`src/core/cmr_pkg.sv`:
```
// cmr_pkg: constants for the message RAM layout and transmit object block.
// assumes a 32-bit APB register port and one 100 MHz system clock.
package cmr_pkg;
  // register byte offsets
  localparam logic [11:0] CMR_CAN_CTRL  = 12'h000; // can_control_reg
  localparam logic [11:0] CMR_TEF_CTRL  = 12'h004;
  localparam logic [11:0] CMR_TXQ_CTRL  = 12'h008; // tx_queue_control_reg
  localparam logic [11:0] CMR_TX_GO     = 12'h00c;
  localparam logic [11:0] CMR_STATUS    = 12'h010;
  localparam logic [11:0] CMR_TX_WORD0  = 12'h020;
  localparam logic [11:0] CMR_TX_WORD1  = 12'h024;
  localparam logic [11:0] CMR_TX_DATA   = 12'h040; // 16 words to 0x07c
  localparam logic [11:0] CMR_FIFO_CTRL = 12'h080; // fifo m at +4*m
  localparam logic [11:0] CMR_REG_START = 12'h100; // region k at +4*k
  localparam logic [11:0] CMR_REG_END   = 12'h184;

  // can_control_reg fields
  localparam int CMR_RUN_BIT    = 0; // 0 = configuration mode
  localparam int CMR_CLASSIC    = 1;
  localparam int CMR_GW_BIT     = 2; // gateway_error_flag_mode
  localparam int CMR_TXQ_EN_BIT = 3; // tx_queue_reserve_en
  localparam int CMR_TEF_EN_BIT = 4;
  // shared control fields: object_count_field, payload_size_field
  localparam int CMR_CNT_LSB    = 0;
  localparam int CMR_PL_LSB     = 5;
  localparam int CMR_TEF_TS_BIT = 5; // tx_event_stamp_en
  localparam int CMR_DIR_BIT    = 8; // fifo_direction_tx
  localparam int CMR_RXTS_BIT   = 9; // rx_stamp_en
  // transmit object word layout
  localparam int CMR_EID_LSB    = 11;
  localparam int CMR_SEQ_LSB    = 9;
  localparam int CMR_ESI_BIT    = 8;
  localparam int CMR_FDF_BIT    = 7;
  localparam int CMR_BRS_BIT    = 6;
  localparam int CMR_RTR_BIT    = 5;
  localparam int CMR_IDE_BIT    = 4;

  // sizes in bytes, fifo and region counts, control reset value
  localparam logic [6:0]  CMR_HDR_BYTES = 7'h08;
  localparam logic [6:0]  CMR_TS_BYTES  = 7'h04;
  localparam int          CMR_RAM_BYTES = 2048;
  localparam int          CMR_FIFOS     = 31;
  localparam int          CMR_REGIONS   = 33; // event fifo, queue, 31 fifos
  localparam logic [31:0] CMR_CTRL_RST  = 32'h0000_0000;

  // transmit sequencer states, gray along the path except the HDR to SEQ skip for empty frames
  typedef enum logic [1:0] {
    CMR_IDLE = 2'b00,
    CMR_HDR  = 2'b01,
    CMR_DATA = 2'b11,
    CMR_SEQ  = 2'b10
  } cmr_tx_st_t;
endpackage : cmr_pkg

```
`src/core/cmr_core.sv`:
```
// cmr_core: message RAM layout engine and transmit object sequencer.
// assumes an APB master on i_clk, a frame engine on the same clock taking
// header and bytes by valid/ready, and an asynchronous error-passive pin.
//
// Operation
// - queue gets RAM only when its reserve enable bit is set.
// - queue depth from count field; one payload size for all objects.
// - fifos 1 to 31 with direction bit set act as transmit fifos.
// - fifos with direction bit clear act as receive fifos.
// - receive fifo with stamp enable attaches timestamp to stored messages.
// - event fifo object is 8 bytes, plus 4 with stamp enable.
// - unused event fifo or queue takes zero; queue object 8 plus payload.
// - fifo object 8 plus payload, plus 4 if receive and stamped.
// - regions laid out event fifo, queue, then fifo 1 upward.
// - message RAM capacity is 2048 bytes in total; the layout total is shown in status, never checked against it.
// - IDE clear sends base frame, set sends extended frame.
// - RTR honoured only in classic frames, requesting remote transmission.
// - FDF selects FD frame; classic-only mode ignores it.
// - BRS set sends FD data phase at data rate, else nominal.
// - FD ESI recessive when error passive, dominant when error active.
// - gateway mode clear: object ESI ignored, own error state only.
// - gateway mode set: ESI is OR of error passive and object bit.
// - sequence tag never sent; copied to the event fifo entry.
// - send DLC byte count, byte 0 first, ascending.
// - word 0 holds extension in 28..11 and base id in 10..0.
// - word 1 holds tag, ESI, FDF, BRS, RTR, IDE, DLC.
`timescale 1ns/1ps
`default_nettype none
module cmr_core
  import cmr_pkg::*;
(
  input  wire logic        i_clk,
  input  wire logic        i_rst_b,
  input  wire logic        i_ce,
  // apb slave
  input  wire logic        i_psel,
  input  wire logic        i_penable,
  input  wire logic        i_pwrite,
  input  wire logic [11:0] i_paddr,
  input  wire logic [31:0] i_pwdata,
  output logic      [31:0] o_prdata,
  output logic             o_pready,
  output logic             o_pslverr,
  // error state pin from the fault confinement logic
  input  wire logic        i_err_passive,
  // frame engine side
  input  wire logic        i_tx_ready,
  output logic             o_tx_hdr_valid,
  output logic      [28:0] o_tx_id,
  output logic             o_tx_ide,
  output logic             o_tx_rtr,
  output logic             o_tx_fdf,
  output logic             o_tx_brs,
  output logic             o_tx_esi,
  output logic      [3:0]  o_tx_dlc,
  output logic             o_tx_byte_valid,
  output logic      [7:0]  o_tx_byte,
  output logic             o_tx_byte_last,
  output logic             o_seq_valid,
  output logic      [22:0] o_seq_tag,
  // receive store notification
  input  wire logic        i_rx_store,
  input  wire logic [4:0]  i_rx_fifo,
  output logic             o_rx_attach_stamp
);

  // whole module state
  typedef struct packed {
    logic                   run;
    logic                   classic;
    logic                   gw;
    logic                   txq_en;
    logic                   tef_en;
    logic [5:0]             tef_cfg;
    logic [7:0]             txq_cfg;
    logic [31:1][9:0]       fifo_cfg;
    logic [32:0][16:0]      start;
    logic [16:0]            total;
    logic [5:0]             walk;
    logic [16:0]            sum;
    logic [31:0]            w0;
    logic [31:0]            w1;
    logic [15:0][31:0]      data;
    cmr_tx_st_t             st;
    logic [6:0]             bidx;
    logic [6:0]             blen;
    logic                   ep_s1;
    logic                   ep_s2;
    logic [31:0]            prdata;
    logic                   pready;
    logic                   pslverr;
    logic                   hdr_valid;
    logic [28:0]            id;
    logic                   ide;
    logic                   rtr;
    logic                   fdf;
    logic                   brs;
    logic                   esi;
    logic [3:0]             dlc;
    logic                   byte_valid;
    logic [7:0]             byte_q;
    logic                   byte_last;
    logic                   seq_valid;
    logic [22:0]            seq;
    logic                   rx_stamp;
  } cmr_st_t;

  cmr_st_t r_reg;
  cmr_st_t r_next;

  // payload code to bytes: 8,12,16,20,24,32,48,64
  function automatic logic [6:0] pl_bytes(input logic [2:0] code);
    logic [6:0] b;
    b = 7'h08;
    unique case (code)
      3'h0: b = 7'h08;
      3'h1: b = 7'h0c;
      3'h2: b = 7'h10;
      3'h3: b = 7'h14;
      3'h4: b = 7'h18;
      3'h5: b = 7'h20;
      3'h6: b = 7'h30;
      3'h7: b = 7'h40;
    endcase
    return b;
  endfunction : pl_bytes

  // dlc to byte count; classic frames saturate at eight
  function automatic logic [6:0] dlc_bytes(input logic [3:0] dlc,
                                           input logic       fd);
    logic [6:0] b;
    b = {3'h0, dlc};
    if (dlc > 4'h8) begin
      b = fd ? pl_bytes(3'(dlc - 4'h8)) : 7'h08;
    end
    return b;
  endfunction : dlc_bytes

  // region size: objects times object size, zero when unused
  function automatic logic [16:0] reg_size(input logic       en,
                                           input logic [4:0] cnt,
                                           input logic [6:0] obj);
    logic [12:0] prod;
    prod = 13'({1'b0, cnt} + 6'h01) * 13'(obj);
    return en ? 17'(prod) : 17'h0_0000;
  endfunction : reg_size

  logic        apb_setup;
  logic        apb_wr;
  logic        tx_fire;
  logic        byte_take;
  logic [16:0] walk_size;
  logic [9:0]  wf;
  logic [4:0]  fm;
  logic [6:0]  widx;
  logic [3:0]  didx;
  logic        fd_eff;
  logic        rtr_eff;
  logic [6:0]  nidx;

  assign apb_setup = i_psel & ~i_penable;
  assign apb_wr    = i_psel & i_penable & r_reg.pready & i_pwrite;
  assign tx_fire   = apb_wr & (i_paddr == CMR_TX_GO)
                   & (r_reg.st == CMR_IDLE) & r_reg.run;
  assign byte_take = (r_reg.st == CMR_DATA) & r_reg.byte_valid & i_tx_ready;
  assign fd_eff    = r_reg.w1[CMR_FDF_BIT] & ~r_reg.classic;
  assign rtr_eff   = r_reg.w1[CMR_RTR_BIT] & ~fd_eff;
  assign nidx      = r_reg.bidx + 7'h01;
  assign fm        = 5'(r_reg.walk - 6'd1); // walk 2 is fifo 1
  assign widx      = 7'((i_paddr - CMR_FIFO_CTRL) >> 2);

  // size of the region the walker is on, in layout order
  always_comb begin
    wf = r_reg.fifo_cfg[(fm == 5'h00) ? 5'h01 : fm];
    if (r_reg.walk == 6'd0) begin
      walk_size = reg_size(r_reg.tef_en, r_reg.tef_cfg[4:0],
        CMR_HDR_BYTES + (r_reg.tef_cfg[CMR_TEF_TS_BIT] ?
        CMR_TS_BYTES : 7'h00));
    end else if (r_reg.walk == 6'd1) begin
      walk_size = reg_size(r_reg.txq_en, r_reg.txq_cfg[4:0],
        CMR_HDR_BYTES + pl_bytes(r_reg.txq_cfg[7:5]));
    end else begin
      // stamp bytes only on receive fifos
      walk_size = reg_size(1'b1, wf[4:0], CMR_HDR_BYTES
        + pl_bytes(wf[7:5])
        + ((!wf[CMR_DIR_BIT] && wf[CMR_RXTS_BIT]) ?
           CMR_TS_BYTES : 7'h00));
    end
  end

  // next-state logic for the whole block
  always_comb begin
    r_next = r_reg;
    didx   = 4'(i_paddr[5:2]);
    // error pin: two flops before use
    r_next.ep_s1 = i_err_passive;
    r_next.ep_s2 = r_reg.ep_s1;

    // apb: answer in the access cycle, zero wait states
    r_next.pready  = apb_setup;
    r_next.pslverr = 1'b0;
    r_next.prdata  = 32'h0000_0000;
    if (apb_setup) begin
      if (i_paddr[1:0] != 2'b00) begin
        r_next.pslverr = 1'b1;
      end else if (i_paddr == CMR_CAN_CTRL) begin
        r_next.prdata = {27'h0, r_reg.tef_en, r_reg.txq_en, r_reg.gw,
                         r_reg.classic, r_reg.run};
      end else if (i_paddr == CMR_TEF_CTRL) begin
        r_next.prdata = {26'h0, r_reg.tef_cfg};
      end else if (i_paddr == CMR_TXQ_CTRL) begin
        r_next.prdata = {24'h0, r_reg.txq_cfg};
      end else if (i_paddr == CMR_TX_GO) begin
        r_next.prdata = 32'h0000_0000;
      end else if (i_paddr == CMR_STATUS) begin
        // total usage shown, never enforced against capacity
        r_next.prdata = {r_reg.total, 13'h0000, r_reg.ep_s2,
                         r_reg.st != CMR_IDLE};
      end else if (i_paddr == CMR_TX_WORD0) begin
        r_next.prdata = r_reg.w0;
      end else if (i_paddr == CMR_TX_WORD1) begin
        r_next.prdata = r_reg.w1;
      end else if (i_paddr >= CMR_TX_DATA && i_paddr < CMR_FIFO_CTRL) begin
        r_next.prdata = r_reg.data[didx];
      end else if (i_paddr > CMR_FIFO_CTRL && i_paddr < CMR_REG_START) begin
        r_next.prdata = {22'h0, r_reg.fifo_cfg[5'(widx)]};
      end else if (i_paddr >= CMR_REG_START && i_paddr < CMR_REG_END) begin
        r_next.prdata = {15'h0,
          r_reg.start[6'((i_paddr - CMR_REG_START) >> 2)]};
      end else begin
        r_next.pslverr = 1'b1; // unmapped
      end
    end

    // register writes; layout fields only while configuring
    if (apb_wr) begin
      if (i_paddr == CMR_CAN_CTRL) begin
        r_next.run = i_pwdata[CMR_RUN_BIT];
        if (!r_reg.run) begin
          r_next.classic = i_pwdata[CMR_CLASSIC];
          r_next.gw      = i_pwdata[CMR_GW_BIT];
          r_next.txq_en  = i_pwdata[CMR_TXQ_EN_BIT];
          r_next.tef_en  = i_pwdata[CMR_TEF_EN_BIT];
        end
      end else if (i_paddr == CMR_TEF_CTRL && !r_reg.run) begin
        r_next.tef_cfg = i_pwdata[5:0];
      end else if (i_paddr == CMR_TXQ_CTRL && !r_reg.run) begin
        r_next.txq_cfg = i_pwdata[7:0];
      end else if (i_paddr == CMR_TX_WORD0 && r_reg.st == CMR_IDLE) begin
        r_next.w0 = i_pwdata;
      end else if (i_paddr == CMR_TX_WORD1 && r_reg.st == CMR_IDLE) begin
        r_next.w1 = i_pwdata;
      end else if (i_paddr >= CMR_TX_DATA && i_paddr < CMR_FIFO_CTRL
                   && r_reg.st == CMR_IDLE) begin
        r_next.data[didx] = i_pwdata;
      end else if (i_paddr > CMR_FIFO_CTRL && i_paddr < CMR_REG_START
                   && !r_reg.run) begin
        r_next.fifo_cfg[5'(widx)] = i_pwdata[9:0];
      end
    end

    // layout walker: event fifo, queue, fifo 1..31, one region a cycle;
    // frozen outside config so live pointers never move under traffic
    if (!r_reg.run) begin
      r_next.start[r_reg.walk] = r_reg.sum;
      if (r_reg.walk == 6'(CMR_REGIONS - 1)) begin
        r_next.total = r_reg.sum + walk_size;
        r_next.walk  = 6'd0;
        r_next.sum   = 17'h0_0000;
      end else begin
        r_next.walk = r_reg.walk + 6'd1;
        r_next.sum  = r_reg.sum + walk_size;
      end
    end else begin
      r_next.walk = 6'd0;
      r_next.sum  = 17'h0_0000;
    end

    // receive store: flag whether a timestamp is appended
    r_next.rx_stamp = i_rx_store && (i_rx_fifo != 5'h00)
      && !r_reg.fifo_cfg[i_rx_fifo][CMR_DIR_BIT]
      && r_reg.fifo_cfg[i_rx_fifo][CMR_RXTS_BIT];

    // transmit sequencer
    r_next.seq_valid = 1'b0;
    unique case (r_reg.st)
      CMR_IDLE: begin
        if (tx_fire) begin
          r_next.st        = CMR_HDR;
          r_next.hdr_valid = 1'b1;
          r_next.ide = r_reg.w1[CMR_IDE_BIT];
          // base id in low bits, extension above it
          r_next.id  = r_reg.w1[CMR_IDE_BIT] ? r_reg.w0[28:0]
                     : {18'h0_0000, r_reg.w0[10:0]};
          r_next.fdf = fd_eff;
          r_next.rtr = rtr_eff;
          r_next.brs = r_reg.w1[CMR_BRS_BIT] & fd_eff;
          // own state, or-ed with object bit in gateway mode
          r_next.esi = r_reg.ep_s2
            | (r_reg.gw & r_reg.w1[CMR_ESI_BIT]);
          r_next.dlc = r_reg.w1[3:0];
          r_next.blen = rtr_eff ? 7'h00
                      : dlc_bytes(r_reg.w1[3:0], fd_eff);
          r_next.bidx = 7'h00;
        end
      end
      CMR_HDR: begin
        if (i_tx_ready) begin
          r_next.hdr_valid = 1'b0;
          if (r_reg.blen == 7'h00) begin
            r_next.st        = CMR_SEQ;
            r_next.seq_valid = 1'b1;
            r_next.seq       = r_reg.w1[31:CMR_SEQ_LSB];
          end else begin
            r_next.st         = CMR_DATA;
            r_next.byte_valid = 1'b1;
            r_next.byte_q     = r_reg.data[0][7:0];
            r_next.byte_last  = r_reg.blen == 7'h01;
          end
        end
      end
      CMR_DATA: begin
        if (byte_take) begin
          if (r_reg.byte_last) begin
            r_next.byte_valid = 1'b0;
            r_next.byte_last  = 1'b0;
            r_next.st         = CMR_SEQ;
            r_next.seq_valid  = 1'b1;
            r_next.seq        = r_reg.w1[31:CMR_SEQ_LSB];
          end else begin
            // ascending byte order, low lane of each word first
            r_next.bidx      = nidx;
            r_next.byte_q    = r_reg.data[nidx[5:2]][nidx[1:0]*8 +: 8];
            r_next.byte_last = (nidx + 7'h01) == r_reg.blen;
          end
        end
      end
      CMR_SEQ: begin
        r_next.st = CMR_IDLE;
      end
    endcase
  end

  // state register; clock enable freezes everything
  always_ff @(posedge i_clk or negedge i_rst_b) begin
    if (!i_rst_b) begin
      r_reg <= '0;
    end else if (i_ce) begin
      r_reg <= r_next;
    end
  end

  // outputs straight from flops
  assign o_prdata          = r_reg.prdata;
  assign o_pready          = r_reg.pready;
  assign o_pslverr         = r_reg.pslverr;
  assign o_tx_hdr_valid    = r_reg.hdr_valid;
  assign o_tx_id           = r_reg.id;
  assign o_tx_ide          = r_reg.ide;
  assign o_tx_rtr          = r_reg.rtr;
  assign o_tx_fdf          = r_reg.fdf;
  assign o_tx_brs          = r_reg.brs;
  assign o_tx_esi          = r_reg.esi;
  assign o_tx_dlc          = r_reg.dlc;
  assign o_tx_byte_valid   = r_reg.byte_valid;
  assign o_tx_byte         = r_reg.byte_q;
  assign o_tx_byte_last    = r_reg.byte_last;
  assign o_seq_valid       = r_reg.seq_valid;
  assign o_seq_tag         = r_reg.seq;
  assign o_rx_attach_stamp = r_reg.rx_stamp;

  // elaboration check: capacity must cover at least one object and the fifo count must be 31
  if (CMR_RAM_BYTES < 8 || CMR_FIFOS != 31) begin : g_chk
    $error("cmr_core: unsupported RAM or fifo count");
  end

  // assertions
  property p_classic_fdf;
    @(posedge i_clk) disable iff (!i_rst_b)
    (o_tx_hdr_valid && r_reg.classic) |-> !o_tx_fdf;
  endproperty
  a_classic_fdf: assert property (p_classic_fdf)
    else $error("fd frame sent in classic mode");

  property p_rtr_classic;
    @(posedge i_clk) disable iff (!i_rst_b)
    o_tx_hdr_valid |-> !(o_tx_rtr && o_tx_fdf);
  endproperty
  a_rtr_classic: assert property (p_rtr_classic)
    else $error("remote request on fd frame");

  property p_brs_fd;
    @(posedge i_clk) disable iff (!i_rst_b)
    o_tx_brs |-> o_tx_fdf;
  endproperty
  a_brs_fd: assert property (p_brs_fd)
    else $error("rate switch on classic frame");

  property p_esi;
    @(posedge i_clk) disable iff (!i_rst_b)
    tx_fire && i_ce |=> o_tx_hdr_valid && o_tx_esi ==
      ($past(r_reg.ep_s2) | ($past(r_reg.gw) & $past(r_reg.w1[8])));
  endproperty
  a_esi: assert property (p_esi)
    else $error("esi not from error state and gateway mode");

  property p_byte_order;
    @(posedge i_clk) disable iff (!i_rst_b)
    (byte_take && i_ce && !r_reg.byte_last) |=>
      r_reg.bidx == $past(r_reg.bidx) + 7'h01 && o_tx_byte_valid;
  endproperty
  a_byte_order: assert property (p_byte_order)
    else $error("payload bytes out of order");

  property p_seq;
    @(posedge i_clk) disable iff (!i_rst_b)
    o_seq_valid |-> o_seq_tag == r_reg.w1[31:9] && !o_tx_byte_valid
      ##1 !o_seq_valid;
  endproperty
  a_seq: assert property (p_seq)
    else $error("sequence tag pulse wrong");

  property p_tef_zero;
    @(posedge i_clk) disable iff (!i_rst_b)
    (!r_reg.run && r_reg.walk == 6'd1 && !r_reg.tef_en
      && $past(!r_reg.tef_en)) |-> r_reg.sum == 17'h0_0000;
  endproperty
  a_tef_zero: assert property (p_tef_zero)
    else $error("unused event fifo takes space");

  property p_frozen;
    @(posedge i_clk) disable iff (!i_rst_b)
    (r_reg.run && $past(r_reg.run)) |-> $stable(r_reg.start);
  endproperty
  a_frozen: assert property (p_frozen)
    else $error("layout moved outside configuration");

  property p_rx_stamp;
    @(posedge i_clk) disable iff (!i_rst_b)
    (i_ce && i_rx_store && i_rx_fifo != 5'h00
      && r_reg.fifo_cfg[i_rx_fifo][9:8] == 2'b10) |=> o_rx_attach_stamp;
  endproperty
  a_rx_stamp: assert property (p_rx_stamp)
    else $error("receive stamp not attached");

endmodule : cmr_core
`default_nettype wire

```
`config.mk`:
```
export PLATFORM = sky130hd
export DESIGN_NAME = cmr_core
export DESIGN_NICKNAME = d
export VERILOG_FILES = /design/src/core/cmr_pkg.sv /design/src/core/cmr_core.sv
export SDC_FILE = /design/constraint.sdc
export NUM_CORES = 2
export LEC_CHECK = 0
export ABC_AREA = 1
export ABC_CLOCK_PERIOD_IN_PS = 16500
export BUFFER_PORTS_ARGS = -buffer_cell sky130_fd_sc_hd__buf_2
export CELL_PAD_IN_SITES_DETAIL_PLACEMENT = 2
export CELL_PAD_IN_SITES_GLOBAL_PLACEMENT = 2
export CORE_MARGIN = 2
export CORE_UTILIZATION = 44
export CTS_BUF_LIST = sky130_fd_sc_hd__clkbuf_8
export DETAILED_ROUTE_END_ITERATION = 10
export GPL_ROUTABILITY_DRIVEN = 0
export HOLD_SLACK_MARGIN = 0.06
export PLACE_DENSITY = 0.95
export SYNTH_ARGS = -nofsm -noshare
export SYNTH_HDL_FRONTEND = slang
export SYNTH_SLANG_ARGS = --single-unit
```
`constraint.sdc`:
```
create_clock -name i_clk -period 16.5 [get_ports i_clk]
set_input_delay 2.475 -clock i_clk [delete_from_list [all_inputs] [get_ports i_clk]]
set_output_delay 2.475 -clock i_clk [all_outputs]
set_load 0.03 [all_outputs]
```
==> impl_results.md, run 1 <==
* Outcome: stopped before the end
* Stop stage: global routing
* Error: [ERROR GRT-0228] Horizontal edge usage exceeds the maximum allowed. (20, 34) usage=65535 limit=3200
* Hold buffers post-CTS at 0
* Dpl cell area at 78800 sq um
* Synth Register Bits at 1562
* Biggest area consumer among synthesized cells: dfrtp_1
* CTS Buffer Depth at 4
* Inst Count DP at 11071
* Largest cells by area after synthesis: dfrtp_1 (50%), o21ai_0 (13%), nand2_1 (10%)
* EDFF count, synth at 0
* Yosys warns at 0
* Row count at 154
* TritonCTS Buffers at 291
* # H-tree levels at 5
* Syn Nets at 9492
* Die W at 424 microns
* Mapped Cells at just over 9000
* PortBufs at 165
* Clock root cell: clkbuf_8
* DP HPWL at 252000 microns
* Top post-synthesis cells by count: nand2_1 (2108), o21ai_0 (2001), dfrtp_1 (1562)
* Top-count cell post-synth: nand2_1
* Buffer count from post-CTS setup fixing at 0
* Post-synthesis sequential area ratio at 50.3%
* Post-Syn Area at 77800 sq um
* I/O pins at 166
* Post-synth top flop: dfrtp_1
* Largest net degree at the start of global routing at approximately 180
* Initial Utilization at 44.2%
* Post-synth ARST share at 100%
* Chip Height at 424 microns
* Syn_area_per_cell at about 8.3 sq um
* # resized after CTS at 0
* Initial antenna violation count at 157
* Num Clock Sinks at 1562
* Count of different cell masters after synthesis at 62
* Yosys top cell area share at about 50%
through the flow:
step | setup slack (ps) | hold WS, ps
after detailed placement | 5920 | 473
after CTS | 4870 | 494
after floorplan | 9290 | 442
after global placement | 7040 | 452
cells by family after synthesis:
family,after synthesis,share of synthesized area [%]
mux,156,2.01
xor+xnor,34,0.393
fa+ha+maj,112,2.08
compound gates,3099,22.0
buf+inv,1277,6.95
simple gates,3082,16.3
flops,1562,50.3
==> run 2, diff against run 1 <==
==> config.mk (replaced) <==
export PLATFORM = sky130hd
export DESIGN_NAME = cmr_core
export DESIGN_NICKNAME = d
export VERILOG_FILES = /design/src/core/cmr_pkg.sv /design/src/core/cmr_core.sv
export SDC_FILE = /design/constraint.sdc
export NUM_CORES = 2
export LEC_CHECK = 0
export ABC_AREA = 1
export ABC_CLOCK_PERIOD_IN_PS = 16500
export BUFFER_PORTS_ARGS = -buffer_cell sky130_fd_sc_hd__buf_2
export CORE_MARGIN = 2
export CORE_UTILIZATION = 30
export DETAILED_ROUTE_END_ITERATION = 10
export GPL_ROUTABILITY_DRIVEN = 0
export PLACE_DENSITY_LB_ADDON = 0.15
export SYNTH_ARGS = -nofsm -noshare
export SYNTH_HDL_FRONTEND = slang
export SYNTH_SLANG_ARGS = --single-unit
==> impl_results.md, run 2 <==
* Outcome: finished, final reports clean
* Fin crit share at 61.4%
* Syn Nets at 9492 (unchanged)
* Die area at around 260000 sq um
* Final WL at 332000 microns
* Achievable Freq at between 0.09 and 0.1 GHz
* Row count at 186 (+21%)
* Cell depth of the worst hold path at 2
* Commonest non-fill, non-tap cell in the layout: nand2_1
* Flop2flop setup slack at around 6400 ps
* Wirelength per Cell at 26.6 microns
* Die W at 513 microns (+21%)
* First-pass GRT wire length at 485000 microns
* CP max stage delay at 790 ps
* Maxcap violations at 0
* # H-tree levels at 4 (-1)
* Crit path launch type: register
* Setup tns final at 0 ps
* Skew final at 81.8 ps
* Hold path start: o_seq_tag[14]$_DFFE_PN0P_
* Arrival time of the worst setup path at about 11000 ps
* Drt first pass iters at 9
* Max rail drop VDD at 116 uV
* Worst Tran Pin Value at 1310 ps
* DRC at 0
* Reg clk slew, reported paths at 60 ps
* Highest net fanout along the worst path at 94
* Mapped Cells at 9322 (unchanged)
* Initial Utilization at 30.2% (-14 points)
* PortBufs at 165 (unchanged)
* Final nets at 9125
* Largest net degree at the start of global routing at around 160
* Syn_area_per_cell at 8.34 sq um (unchanged)
* Pwr per Cell Area at 114 nW/um^2
* EDFF count, synth at 0 (unchanged)
* Max_slew headroom at 12.2%
* CP required at 17190 ps
* Chip Height at 513 microns (+21%)
* Largest cells by area after synthesis: dfrtp_1 (50%), o21ai_0 (13%), nand2_1 (10%)
* Routed vias at 70411
* Hold Crit Class: reg -> reg
* Synth Register Bits at 1562 (unchanged)
* Post-Syn Area at 77800 sq um (unchanged)
* Later-pin clock latency in the skew report at ~870 ps
* CTS Buffer Depth at 3 (-1)
* Fin. Hold Viols at 0
* Starting DRT DRC Count at around 8500
* Top-count cell post-synth: nand2_1
* Layout area overhead at 11.4%
* Num Clock Sinks at 1562 (unchanged)
* Post-synth ARST share at 100% (unchanged)
* Top post-synthesis cells by count: nand2_1 (2108), o21ai_0 (2001), dfrtp_1 (1562)
* I/O pins at 166 (unchanged)
* Max-slew violations at 0
* Critical Path Most Common Cell: nand2_1
* RSZ-0062 raised after global routing: no
* DP HPWL at 202000 microns (-20%)
* CTS tree: done
* Yosys top cell area share at 50.3% (unchanged)
* Post-synthesis sequential area ratio at 50.3% (unchanged)
* Layout cells sized above 1 at 7.84%
* Biggest area consumer among synthesized cells: dfrtp_1
* Post-route ant nets at 0
* R2R cell count at 48
* Drt via density at between 5 and 6
* Initial antenna violation count at 28
* Buffer count from post-CTS setup fixing at 0 (unchanged)
* P_leak at about 0.038 uW
* Worst Setup End Kind: register
* TritonCTS Buffers at 182 (-37%)
* Number of flip-flops in the largest register at 1453
* Total power at 9900 uW
* Vias in the first global route at 66946
* R2r endpoint: r_reg[717]$_DFFE_PN0P_
* Hold buffers post-CTS at 0 (unchanged)
* Count of different cell masters after synthesis at 62 (unchanged)
* Clock root cell: clkbuf_16
* Commonest cells after routing, fill and taps aside: nand2_1 (2099), o21ai_0 (2000), dfrtp_1 (1561)
* Core ar. at about 260000 sq um
* Gr usage total at 24.7%
* CP Class: reg -> reg
* Final setup viols at 0
* Hold-critical path endpoint: o_seq_tag[14]$_DFFE_PN0P_
* Post-synth top flop: dfrtp_1
* # resized after CTS at 0 (unchanged)
* Period minus WS final at just over 10000 ps
* GR Overflow Total at 0
* Critical Path Slowest Stage Cell: nand2_4
* Yosys warns at 0 (unchanged)
* RR Startpoint: r_reg[721]$_DFFE_PN0P_
run 2: cell counts after synthesis:
Identical to the previous run, type by type.
run 2: worst max path at each step:
stage | slack (ps) | to | start | depth (start not counted)
2_1_floorplan | 9290 | r_reg[740]$_DFFE_PN0P_ | r_reg[719]$_DFFE_PN0P_ | 46
3_3_place_gp | 6390 | r_reg[740]$_DFFE_PN0P_ | r_reg[721]$_DFFE_PN0P_ | 48
5_1_grt | 5570 | r_reg[740]$_DFFE_PN0P_ | r_reg[721]$_DFFE_PN0P_ | 48
3_5_place_dp | 6490 | r_reg[740]$_DFFE_PN0P_ | r_reg[721]$_DFFE_PN0P_ | 48
6_report | 6360 | r_reg[717]$_DFFE_PN0P_ | r_reg[721]$_DFFE_PN0P_ | 48
4_1_cts | 6470 | r_reg[740]$_DFFE_PN0P_ | r_reg[721]$_DFFE_PN0P_ | 48
run 2: worst max-delay path, delay by kind of cell (launching register included):
kind	cells	cell delay [ps]
adder cells (fa/ha/maj)	6	2370
buffers and inverters	12	2170
AO/OA/AOI/OAI	11	2000
AND/OR/NAND/NOR	17	2480
flip-flops	1	520
XOR/XNOR	2	360
run 2: layer usage:
metal	part of all wire, %	wire (microns)	GRT usage (%)
met3	8.0	26600	4.14
met4	3.0	9890	7.42
met5	0.10	344	0
met2	43	141000	36.5
met1	46	154000	36.5
run 2: area by class of cell:
type	count	area (sq um)
Antenna cell	6	15.0
Clock buffer	263	5280
Clock inverter	69	858
Fill cell	26820	171000
Inverter	390	1480
Multi-Input combinational cell	6483	33500
Sequential cell	1562	39100
Tap cell	3384	4230
Timing Repair Buffer	336	2200
run 2: cells by family after synthesis:
group                      after synthesis  share of synthesized area, %
AOI/OAI and AO/OA                     3099                          22.0
xor gates and xnor gates                34                         0.393
adders and majority gates              112                          2.08
buffers and inverters                 1277                          6.95
DFF                                   1562                          50.3
muxes                                  156                          2.01
and+or+nand+nor                       3082                          16.3
run 2: power breakdown:
part | switching, uW | internal (uW)
combinational | 1370 | 475
sequential | 38.1 | 3850
clock | 1790 | 2380
total | 3190 | 6710
run 2: stage by stage:
stage	instance area (sq um)	utilization, %	setup slack [ps]	instances	hold slack [ps]
2_1_floorplan	77800	-	9290	9322	442
3_3_place_gp	80500	31.3	6390	12155	452
3_5_place_dp	80500	31.3	6490	12155	455
4_1_cts	86600	33.6	6470	12487	470
5_1_grt	86600	33.6	5570	12490	489
6_report	86600	33.7	6360	12493	465
Note: power is estimated with default switching activity, not from simulation.
